==> src/rtl/pscr_pkg.sv <==
// Constants and carrier types for the power-state and clock-run block.
// Assumes a single 50 MHz clock and synchronous inputs.
// Function
// - Clock-run is a shared open-drain line
// - Device asserts line when needing clock
// - Disabled clock-run keeps clock claimed always
// - Dedicated wake event output to system
// - Four power states D0 to D3
// - Outside D0 only configuration accesses allowed
// - Reset enters uninitialized full power substate
// - Base register write moves to active
// - Active substate enters standby autonomously
// - D1 no bus mastering, no interrupts
// - D1 keeps link, asserts wake on event; code also drops link in D1 when wake disabled
// - D2 link down may enter deep mode
// - Deep mode enabled by driver control bit
// - D3 like D2; wake disabled drops link
// - Active wakes on any link status change
// - Low power wakes per link validity
// - Wake events only with enable bit set
package pscr_pkg;

  // ************************************************************
  // Power state encoding as written by the host
  // ************************************************************
  localparam logic [1:0] PSCR_PS_D0 = 2'h0;
  localparam logic [1:0] PSCR_PS_D1 = 2'h1;
  localparam logic [1:0] PSCR_PS_D2 = 2'h2;
  localparam logic [1:0] PSCR_PS_D3 = 2'h3;

  typedef enum logic [2:0] {
    PSCR_D0U,
    PSCR_D0A,
    PSCR_D1,
    PSCR_D2,
    PSCR_D3
  } pscr_state_t;

  // ************************************************************
  // Timing
  // ************************************************************
  localparam int CLK_MHZ           = 50;
  localparam int IDLE_STANDBY_NS   = 2000;
  localparam int IDLE_STANDBY_CYC  = (IDLE_STANDBY_NS * CLK_MHZ + 999) / 1000;
  localparam int CLKRUN_HOLD_NS    = 100;
  localparam int CLKRUN_HOLD_CYC   = (CLKRUN_HOLD_NS * CLK_MHZ + 999) / 1000;

  // ************************************************************
  // Carriers
  // ************************************************************
  typedef struct packed {
    logic       stateWrite;
    logic [1:0] stateValue;
    logic       baseInit;
    logic       wakeEnable;
    logic       clkRunEnable;
    logic       deepEnable;
  } pscr_cfg_t;

  typedef struct packed {
    logic linkValid;
    logic wakePacket;
    logic busyNeed;
  } pscr_evt_t;

endpackage : pscr_pkg

==> src/rtl/pscr_power_seq.sv <==
// Power-state sequencer with clock-run and wake indication.
// Assumes config decode and link PHY are outside; inputs synchronous.
`timescale 1ns/1ps
module pscr_power_seq #(
  parameter int IDLE_CYC = pscr_pkg::IDLE_STANDBY_CYC
) (
  input  wire logic                clk,
  input  wire logic                nrst,
  input  wire pscr_pkg::pscr_cfg_t cfg,
  input  wire pscr_pkg::pscr_evt_t evt,
  input  wire logic                pmeClear,
  input  wire logic                clkRunIn_n,
  output logic                     clkRunOut_n,
  output logic                     clkRunOe_n,
  output logic                     pmeOut_n,
  output logic                     pmeOe_n,
  output logic                     pmeStatus,
  output pscr_pkg::pscr_state_t    powerState,
  output logic                     busMasterAllow,
  output logic                     targetAllow,
  output logic                     irqAllow,
  output logic                     linkKeep,
  output logic                     deepPowerDown,
  output logic                     standby
);

  // ************************************************************
  // State register
  // ************************************************************
  pscr_pkg::pscr_state_t state_reg;
  pscr_pkg::pscr_state_t state_next;
  logic                  linkUp;
  logic                  linkDrop;
  logic                  wakeEvt;
  logic                  lowPower;
  logic [15:0]           idleCnt_reg;

  function automatic pscr_pkg::pscr_state_t decodeState(input logic [1:0] v);
    case (v)
      pscr_pkg::PSCR_PS_D1: decodeState = pscr_pkg::PSCR_D1;
      pscr_pkg::PSCR_PS_D2: decodeState = pscr_pkg::PSCR_D2;
      pscr_pkg::PSCR_PS_D3: decodeState = pscr_pkg::PSCR_D3;
      default:              decodeState = pscr_pkg::PSCR_D0A;
    endcase
  endfunction : decodeState

  always_comb begin
    state_next = state_reg;
    case (state_reg)
      pscr_pkg::PSCR_D0U: begin
        if (cfg.stateWrite && cfg.stateValue != pscr_pkg::PSCR_PS_D0) begin
          state_next = decodeState(cfg.stateValue);
        end else if (cfg.baseInit) begin
          state_next = pscr_pkg::PSCR_D0A;
        end
      end
      pscr_pkg::PSCR_D0A,
      pscr_pkg::PSCR_D1,
      pscr_pkg::PSCR_D2,
      pscr_pkg::PSCR_D3: begin
        if (cfg.stateWrite) begin
          state_next = decodeState(cfg.stateValue);
        end
      end
      default: state_next = pscr_pkg::PSCR_D0U;
    endcase
  end

  always_ff @(posedge clk or negedge nrst) begin
    if (!nrst) begin
      state_reg <= pscr_pkg::PSCR_D0U;
    end else begin
      state_reg <= state_next;
    end
  end

  assign lowPower = (state_reg == pscr_pkg::PSCR_D1) || (state_reg == pscr_pkg::PSCR_D2) ||
                    (state_reg == pscr_pkg::PSCR_D3);

  // ************************************************************
  // Link monitor and wake events
  // ************************************************************
  pscr_linkmon u_linkmon (
    .clk       (clk),
    .nrst      (nrst),
    .linkValid (evt.linkValid),
    .linkUp    (linkUp),
    .linkDrop  (linkDrop)
  );

  always_comb begin
    wakeEvt = 1'b0;
    case (state_reg)
      pscr_pkg::PSCR_D0U: wakeEvt = linkUp || linkDrop;
      pscr_pkg::PSCR_D0A: wakeEvt = linkUp || linkDrop;
      pscr_pkg::PSCR_D1,
      pscr_pkg::PSCR_D2,
      pscr_pkg::PSCR_D3: begin
        // Packets only count while the link is valid
        wakeEvt = linkUp || linkDrop || (evt.wakePacket && evt.linkValid);
      end
      default: wakeEvt = 1'b0;
    endcase
    wakeEvt = wakeEvt && cfg.wakeEnable;
  end

  // Status survives until host clears it; a new event beats the clear
  always_ff @(posedge clk or negedge nrst) begin
    if (!nrst) begin
      pmeStatus <= 1'b0;
    end else if (wakeEvt) begin
      pmeStatus <= 1'b1;
    end else if (pmeClear) begin
      pmeStatus <= 1'b0;
    end
  end

  // Wake pin is open drain; low enable pulls it low
  always_ff @(posedge clk or negedge nrst) begin
    if (!nrst) begin
      pmeOut_n <= 1'b0;
      pmeOe_n  <= 1'b1;
    end else begin
      pmeOut_n <= 1'b0;
      pmeOe_n  <= !((pmeStatus || wakeEvt) && cfg.wakeEnable);
    end
  end

  // ************************************************************
  // Bus and link gating
  // ************************************************************
  always_ff @(posedge clk or negedge nrst) begin
    if (!nrst) begin
      busMasterAllow <= 1'b0;
      targetAllow    <= 1'b1;
      irqAllow       <= 1'b0;
    end else begin
      busMasterAllow <= (state_next == pscr_pkg::PSCR_D0A);
      targetAllow    <= (state_next == pscr_pkg::PSCR_D0A) || (state_next == pscr_pkg::PSCR_D0U);
      irqAllow       <= (state_next == pscr_pkg::PSCR_D0A);
    end
  end

  always_ff @(posedge clk or negedge nrst) begin
    if (!nrst) begin
      linkKeep      <= 1'b1;
      deepPowerDown <= 1'b0;
    end else begin
      if (lowPower && !cfg.wakeEnable) begin
        linkKeep      <= 1'b0;
        deepPowerDown <= 1'b0;
      end else if ((state_reg == pscr_pkg::PSCR_D2 || state_reg == pscr_pkg::PSCR_D3) &&
                   !evt.linkValid && cfg.deepEnable) begin
        // Deep mode stops idle symbols, so two such nodes may never see each other
        linkKeep      <= 1'b0;
        deepPowerDown <= 1'b1;
      end else begin
        linkKeep      <= 1'b1;
        deepPowerDown <= 1'b0;
      end
    end
  end

  // ************************************************************
  // Dynamic standby and clock demand
  // ************************************************************
  always_ff @(posedge clk or negedge nrst) begin
    if (!nrst) begin
      idleCnt_reg <= 16'h0000;
      standby     <= 1'b0;
    end else if (state_reg != pscr_pkg::PSCR_D0A || evt.busyNeed) begin
      idleCnt_reg <= 16'h0000;
      standby     <= 1'b0;
    end else if (idleCnt_reg >= 16'(IDLE_CYC)) begin
      standby     <= 1'b1;
    end else begin
      idleCnt_reg <= idleCnt_reg + 16'h0001;
    end
  end

  always_ff @(posedge clk or negedge nrst) begin
    if (!nrst) begin
      powerState <= pscr_pkg::PSCR_D0U;
    end else begin
      powerState <= state_reg;
    end
  end

  // Clock is released only when idle; host restore latency is its own concern
  pscr_clkrun u_clkrun (
    .clk         (clk),
    .nrst        (nrst),
    .needClk     (evt.busyNeed || wakeEvt || pmeStatus),
    .enable      (cfg.clkRunEnable),
    .clkRunIn_n  (clkRunIn_n),
    .clkRunOut_n (clkRunOut_n),
    .clkRunOe_n  (clkRunOe_n)
  );

endmodule : pscr_power_seq

==> src/rtl/pscr_clkrun.sv <==
// Clock-run open-drain driver for the device end.
// Assumes host drives the shared line; wire level resolved outside.
`timescale 1ns/1ps
module pscr_clkrun #(
  parameter int HOLD_CYC = pscr_pkg::CLKRUN_HOLD_CYC
) (
  input  wire logic clk,
  input  wire logic nrst,
  input  wire logic needClk,
  input  wire logic enable,
  input  wire logic clkRunIn_n,
  output logic      clkRunOut_n,
  output logic      clkRunOe_n
);
  logic [7:0] holdCnt_reg;
  logic       claim;

  // Disabled mode claims the clock always, idle or not
  assign claim = needClk || !enable || (holdCnt_reg != 8'h00);

  always_ff @(posedge clk or negedge nrst) begin
    if (!nrst) begin
      holdCnt_reg <= 8'h00;
    end else if (needClk) begin
      holdCnt_reg <= 8'(HOLD_CYC);
    end else if (holdCnt_reg != 8'h00) begin
      holdCnt_reg <= holdCnt_reg - 8'h01;
    end
  end

  // Start pulling only once the host has released; then hold until the claim ends,
  // because our own pull makes the line read low and would otherwise toggle it
  always_ff @(posedge clk or negedge nrst) begin
    if (!nrst) begin
      clkRunOut_n <= 1'b0;
      clkRunOe_n  <= 1'b1;
    end else begin
      clkRunOut_n <= 1'b0;
      clkRunOe_n  <= !(claim && (clkRunIn_n || !clkRunOe_n));
    end
  end
endmodule : pscr_clkrun

==> src/rtl/pscr_linkmon.sv <==
// Link status change detector.
// Assumes linkValid is a synchronous level.
`timescale 1ns/1ps
module pscr_linkmon (
  input  wire logic clk,
  input  wire logic nrst,
  input  wire logic linkValid,
  output logic      linkUp,
  output logic      linkDrop
);
  logic last_reg;
  logic seen_reg;

  always_ff @(posedge clk or negedge nrst) begin
    if (!nrst) begin
      last_reg <= 1'b0;
      seen_reg <= 1'b0;
      linkUp   <= 1'b0;
      linkDrop <= 1'b0;
    end else begin
      last_reg <= linkValid;
      seen_reg <= 1'b1;
      // First sample after reset is a baseline, not a change
      linkUp   <= seen_reg && linkValid && !last_reg;
      linkDrop <= seen_reg && !linkValid && last_reg;
    end
  end
endmodule : pscr_linkmon

==> config.mk <==
export PLATFORM = sky130hd
export DESIGN_NAME = pscr_power_seq
export DESIGN_NICKNAME = d
export VERILOG_FILES = /design/src/rtl/pscr_pkg.sv /design/src/rtl/pscr_power_seq.sv /design/src/rtl/pscr_clkrun.sv /design/src/rtl/pscr_linkmon.sv
export SDC_FILE = /design/constraint.sdc
export NUM_CORES = 1
export LEC_CHECK = 0
export BUFFER_PORTS_ARGS = -buffer_cell sky130_fd_sc_hd__buf_2
export CORE_MARGIN = 2
export CORE_UTILIZATION = 45
export CTS_BUF_LIST = sky130_fd_sc_hd__clkbuf_2
export DETAILED_ROUTE_END_ITERATION = 10
export HOLD_SLACK_MARGIN = 0.12
export SLEW_MARGIN = 0
export SYNTH_ARGS = -nofsm -noshare
export SYNTH_HDL_FRONTEND = slang
export SYNTH_HIERARCHICAL = 1
export SYNTH_SLANG_ARGS = --single-unit
==> constraint.sdc <==
create_clock -name clk -period 2.5 [get_ports clk]
set_clock_uncertainty 0.15 [all_clocks]
set_input_delay 0.25 -clock clk [delete_from_list [all_inputs] [get_ports clk]]
set_output_delay 0.25 -clock clk [all_outputs]
set_load 0.02 [all_outputs]
==> impl_metrics.ini, run 1 <==
[outcome]
outcome = finished, final reports clean

[route]
drt_iter0_drc = 55
wl_mm = 3.76
wl_per_cell_um = 13.5
via_count = 1457
met2WireLength_mm = 1.84
drtAntennaViolNets = 0
viasPerCell = 5.24
first_pass_iters = 4
top_layer = met4
met1_length_mm = 1.68
remaining_drc_errors = 0
route.met3.wl_um = 176

[sta]
fmax_ghz = 0.438
fin_crit_sh = 0.912
tightestPinTransition_ps = 531
finalHoldViolations = 0
whs_ps = 166
maxSlewViolCount = 0
setup_viol = 0
slew_headroom = 0.646
finalSetupTns_ps = 0
fin_crit_ps = 2280
rsz0062_at_grt = false

[global_routing]
grt_pass1_wl_mm = 6.32
grt_max_degree = 43
antenna_found_initial = 0
first_global_vias = 1424
overflow = 0
grt.total_usage = 0.160

[critical_path]
path_cells = buf_4 -> o21ai_0 -> o21a_1 -> o21ai_0 -> nand2_1 -> nor2_1 -> mux2_1
crit_top_cell = o21ai_0
r2r_slack_ps = 220
worstReg2RegEnd = u_clkrun/holdCnt_reg[7]
arrival_ps = 2410
required_ps = 2630
cp_max_fo = 9
worst_setup_path_start_kind = flip-flop
rr_worst_depth = 7
crit_path_top_delay_cell = dfrtp_1
endpoint_kind = flip-flop
crit_path_max_incr_delay_ps = 470
crit_type = flip-flop to flip-flop
reg2reg_from = state_reg[1]

[cts]
clock_path_buffers = 2
clock_sinks = 42
cts-htree-levels = 2
insertion_delay_ps = 380
cts_resized = 0
post_cts_buffers = 0
cts_tree = yes
cts_buffers = 5
root_buffer = clkbuf_2
clk_pin_slew_ps = 190

[final_layout]
nFillCells = 391
area_growth_pct = 14.8
fin_area_um2 = 2350
fin_nets = 246
largest_reg_flops = 16
antenna_cells = 0
drive_gt1_frac = 0.235

[hold_path]
hold_path_class = primary input to flip-flop
hold_path.startpoint = cfg[3]
min_path_cells = 4
holdPathEnd = state_reg[0]

[floorplanning]
fp.dieW_um = 71.5
io_pins = 28
dieArea_um2 = 5110
start_util = 0.468
std_cell_rows = 24
coreArea_um2 = 4380
die-height_um = 71.5

[placed_design]
globalplace.congestion = 0.794
hpwl_mm = 2.65
portBuffers = 25
dpl_cell_area_um2 = 2210

[yosys]
syn_nets = 210
ys_warn_count = 6
syn_inst = 189
synth_edf_count = 0
ys.flop_type = dfrtp_1
mappedNetlistArea_um2 = 2050
synth_cell_types = 51
ys_seq_elements = 42
async_flop_share = 1.00
seq_area_frac_synth = 0.515
synth_area_per_cell_um2 = 10.9

[power_and_ir_drop]
peakVddDrop_mv = 0.543
finalPower_w = 0.00154
power_per_cell_area_nw_per_um2 = 655
p_leak_nw = 1.10

[run]
maxCapViolCount = 0
[where the power goes]
part           leakage (nW)  total (W)  switching [W]  internal, W
combinational         0.524   0.000438       0.000258     0.000180
sequential            0.547   0.000829      0.0000633     0.000766
clock                0.0306   0.000276       0.000201    0.0000750
total                  1.10    0.00154       0.000522      0.00102
[critical path: cells and delay by family (launching register included)]
family                 cells  cell delay [ps]
AOI/OAI and AO/OA          3              720
buffers and inverters      1              180
DFF                        1              470
muxes                      1              300
and+or+nand+nor            2              350
[kinds of logic after synthesis]
logic type,synth area share
adder cells (fa/ha/maj),0.0427
XOR/XNOR,0.00427
AND/OR/NAND/NOR,0.221
buffers and inverters,0.0555
other,0.00549
AO/OA/AOI/OAI,0.145
flip-flops,0.515
multiplexers,0.0104
[cells in the final DEF (no fill, tap or decap), types with 2 or more instances in the layout]
cell,count
and3b_1,2
or3_1,6
inv_1,13
nand2_1,6
ha_1,7
nor2b_1,4
o21ai_0,13
nand2b_1,3
dfrtp_1,38
or4_1,2
o31ai_1,4
o211ai_1,3
nor2_1,9
and2_1,9
or3b_1,2
nor4b_1,2
o21a_1,2
conb_1,3
a21oi_1,13
nand3_1,6
buf_4,4
buf_2,25
dfstp_2,4
clkbuf_2,7
dlygate4sd3_1,11
nor4_1,3
[per-layer routing]
layer,GRT usage,vias up
met3,0.0520,5
met4,0.0566,0
li1,-,727
met1,0.202,694
met2,0.258,31
met5,0,-
[metrics by stage]
step,worst slack [ps],util,instances
after floorplan,315,-,189
after global placement,382,0.503,259
after detailed placement,280,0.503,259
after CTS,229,0.537,278
after global routing,56.9,0.537,278
final,219,0.537,278
[synthesized netlist by cell type, drive strengths merged (2+ instances only)]
cell	instances	area (µm²)
ha	7	87.6
conb	3	11.3
a21oi	13	65.1
nand3	6	30.0
o211ai	3	22.5
nor2	9	33.8
or3b	3	26.3
dfrtp	38	951
or4	2	15.0
and2	9	56.3
nor4b	3	41.3
o21ai	13	65.1
clkbuf	2	7.51
nand2	6	22.5
dfstp	4	105
buf	9	57.6
inv	13	48.8
nor4	4	40.0
and3b	2	17.5
o31ai	4	30.0
nor3	2	21.3
o21a	2	15.0
or3	6	37.5
nor2b	4	25.0
nand2b	4	27.5
[final cells by class]
type / count / area, µm² / share of cell area
multi-input cells: 123 / 881 / 0.374
repair buffers: 40 / 265 / 0.113
inverters: 13 / 48.8 / 0.0207
flip-flops and latches: 42 / 1060 / 0.448
well taps: 52 / 65.1 / 0.0276
clock inverters: 1 / 3.75 / 0.00159
clock buffers: 7 / 35.0 / 0.0149
[what timing repair did]
| action | CTS | global route |
|---|---|---|
| hold buffers | 11 | 0 |
| hold endpoints to repair | 57 | 0 |
| setup endpoints to repair | 0 | 0 |
[worst max path at each step]
| stage | startpoint | endpoint | slack, ps | cells past startpoint |
|---|---|---|---|---|
| 3_3_place_gp | state_reg[0] | u_clkrun/holdCnt_reg[7] | 380 | 6 |
| 3_5_place_dp | state_reg[1] | u_clkrun/holdCnt_reg[7] | 280 | 7 |
| 6_report | state_reg[1] | u_clkrun/holdCnt_reg[7] | 220 | 7 |
| 2_1_floorplan | state_reg[1] | u_clkrun/holdCnt_reg[7] | 320 | 8 |
| 5_1_grt | state_reg[1] | u_clkrun/holdCnt_reg[7] | 60 | 7 |
| 4_1_cts | state_reg[1] | u_clkrun/holdCnt_reg[7] | 230 | 7 |
(Power assumes the default switching activity.)
==> inputs of run 2 (changes only) <==
--- a/config.mk
+++ b/config.mk
@@ -11,8 +11,8 @@
 export CTS_BUF_LIST = sky130_fd_sc_hd__clkbuf_2
 export DETAILED_ROUTE_END_ITERATION = 10
 export HOLD_SLACK_MARGIN = 0.12
+export PLACE_DENSITY = 0.65
 export SLEW_MARGIN = 0
 export SYNTH_ARGS = -nofsm -noshare
 export SYNTH_HDL_FRONTEND = slang
-export SYNTH_HIERARCHICAL = 1
 export SYNTH_SLANG_ARGS = --single-unit
==> constraint.sdc (replaced) <==
create_clock -name clk -period 2.35 [get_ports clk]
set_clock_uncertainty 0.15 [all_clocks]
set_input_delay 0.235 -clock clk [delete_from_list [all_inputs] [get_ports clk]]
set_output_delay 0.235 -clock clk [all_outputs]
set_load 0.02 [all_outputs]
==> run 2 against run 1 <==
  * First-iteration DRC count up 47%
  * Area after synthesis shrank 6.7%
  * Non-clock buffer count decreased by 3
==> impl_metrics.ini, run 2 <==
[route]
viasPerCell = 5.25
drt_iter0_drc = 81
first_pass_iters = 4
wl_mm = 3.73
via_count = 1422
drtAntennaViolNets = 0
remaining_drc_errors = 0
wl_per_cell_um = 13.8

[cts]
clock_path_buffers = 2
clk_pin_slew_ps = 210
cts-htree-levels = 2
cts_buffers = 5
cts_tree = yes
insertion_delay_ps = 400
post_cts_buffers = 0
root_buffer = clkbuf_2
clock_sinks = 42

[placed_design]
portBuffers = 25
globalplace.congestion = 0.866
hpwl_mm = 2.60

[yosys]
seq_area_frac_synth = 0.552
synthTopCellsByArea = dfrtp_1 (50%), dfstp_2 (5.5%), ha_1 (4.6%), a21oi_1 (3.4%), and2_1 (2.9%)
synth_cell_types = 41
ys_warn_count = 0
synth_top_area_cell = dfrtp_1
synth.top_cell.area_share = 0.497
ys_seq_elements = 42
synth_most_common_cell = dfrtp_1
mappedNetlistArea_um2 = 1910
syn_inst = 184
async_flop_share = 1.00
ys.flop_type = dfrtp_1
synth_common_cells = dfrtp_1 (38), inv_1 (15), nor2_1 (14)
synth_area_per_cell_um2 = 10.4
synth_edf_count = 0

[sta]
rsz0062_at_grt = false
finalHoldViolations = 0
maxSlewViolCount = 0
fin_crit_sh = 0.868
tightestPinTransition_ps = 899
slew_headroom = 0.401
fmax_ghz = 0.490
finalSetupTns_ps = 0
fin_crit_ps = 2040
setup_viol = 0
whs_ps = 172

[run]
maxCapViolCount = 0

[floorplanning]
dieArea_um2 = 4790
die-height_um = 69.2
start_util = 0.471
std_cell_rows = 23
coreArea_um2 = 4060
fp.dieW_um = 69.2
io_pins = 28

[critical_path]
endpoint_kind = flip-flop
arrival_ps = 2230
crit_type = flip-flop to flip-flop
cp_max_fo = 8
worst_setup_path_start_kind = flip-flop
required_ps = 2540

[power_and_ir_drop]
peakVddDrop_mv = 0.489
power_per_cell_area_nw_per_um2 = 728
finalPower_w = 0.00161
p_leak_nw = 1.03

[final_layout]
final_common_cell = dfrtp_1
area_growth_pct = 15.6
fin_nets = 241
largest_reg_flops = 16
drive_gt1_frac = 0.204
antenna_cells = 0
mostFrequentLayoutCells = dfrtp_1 (38), buf_2 (25), inv_1 (15), nor2_1 (14), a21oi_1 (13)

[global_routing]
antenna_found_initial = 0
grt_max_degree = 43
overflow = 0
first_global_vias = 1526
grt.total_usage = 0.173
grt_pass1_wl_mm = 6.77

[outcome]
outcome = finished, final reports clean

[hold_path]
hold_path_class = primary input to flip-flop
## run 2: final timing paths
check | slack, ps | endpoint | start | depth (start not counted)
max | 310 | idleCnt_reg[2] | idleCnt_reg[2] | 5
min | 170 | state_reg[0] | cfg[5] | 4
max reg2reg | 310 | idleCnt_reg[2] | idleCnt_reg[2] | 5
min reg2reg | 290 | u_linkmon.linkUp | u_linkmon.last_reg | 1
max in group asynchronous | 1170 | pmeStatus | nrst | 2
min in group asynchronous | 320 | idleCnt_reg[6] | nrst | 2
## run 2: power by group
| group | switching [W] | total, W | leakage (nW) | internal [W] |
|---|---|---|---|---|
| clock network | 0.000234 | 0.000302 | 0.0264 | 0.0000679 |
| registers | 0.0000891 | 0.000903 | 0.547 | 0.000814 |
| logic | 0.000238 | 0.000404 | 0.456 | 0.000167 |
## run 2: layout make-up
type / instances / area (µm²)
fill: 344 / 1850
sequential: 42 / 1060
multi-input combinational: 119 / 758
timing repair buffer: 37 / 238
tap: 50 / 62.6
inverter: 15 / 56.3
clock buffer: 5 / 25.0
clock inverter: 3 / 16.3
## run 2: what timing repair did
action | CTS | global route
hold endpoints to repair | 57 | 0
resized for setup | 0 | 0
hold buffers | 9 | 0
## run 2: stage by stage
| step | setup slack [ps] | util | instances | area (µm²) |
|---|---|---|---|---|
| 2_1_floorplan | 595 | - | 185 | 1920 |
| 3_3_place_gp | 479 | 0.513 | 254 | 2080 |
| 3_5_place_dp | 356 | 0.513 | 254 | 2080 |
| 4_1_cts | 316 | 0.545 | 271 | 2210 |
| 5_1_grt | 152 | 0.545 | 271 | 2210 |
| 6_report | 311 | 0.545 | 271 | 2210 |
## run 2: logic make-up after synthesis
logic type / count (synthesis) / share of synthesized area
buffers and inverters: 24 / 0.0536
XOR/XNOR: 3 / 0.0137
AND/OR/NAND/NOR: 64 / 0.184
AO/OA/AOI/OAI: 41 / 0.142
flip-flops: 42 / 0.552
multiplexers: 1 / 0.00523
adder cells (fa/ha/maj): 7 / 0.0458
other: 2 / 0.00393
## run 2: worst max-delay path: stages (launching register included)
cell	delay (ps)
dfrtp_1	480
o311ai_1	300
nand4_1	320
buf_4	260
or3_1	310
a21oi_1	160
## run 2: layer usage
metal	vias up	share of wire	track usage
met5	-	0	0
met2	40	0.49	0.292
li1	708	-	-
met4	0	0.012	0.0697
met1	668	0.45	0.209
met3	6	0.043	0.0494
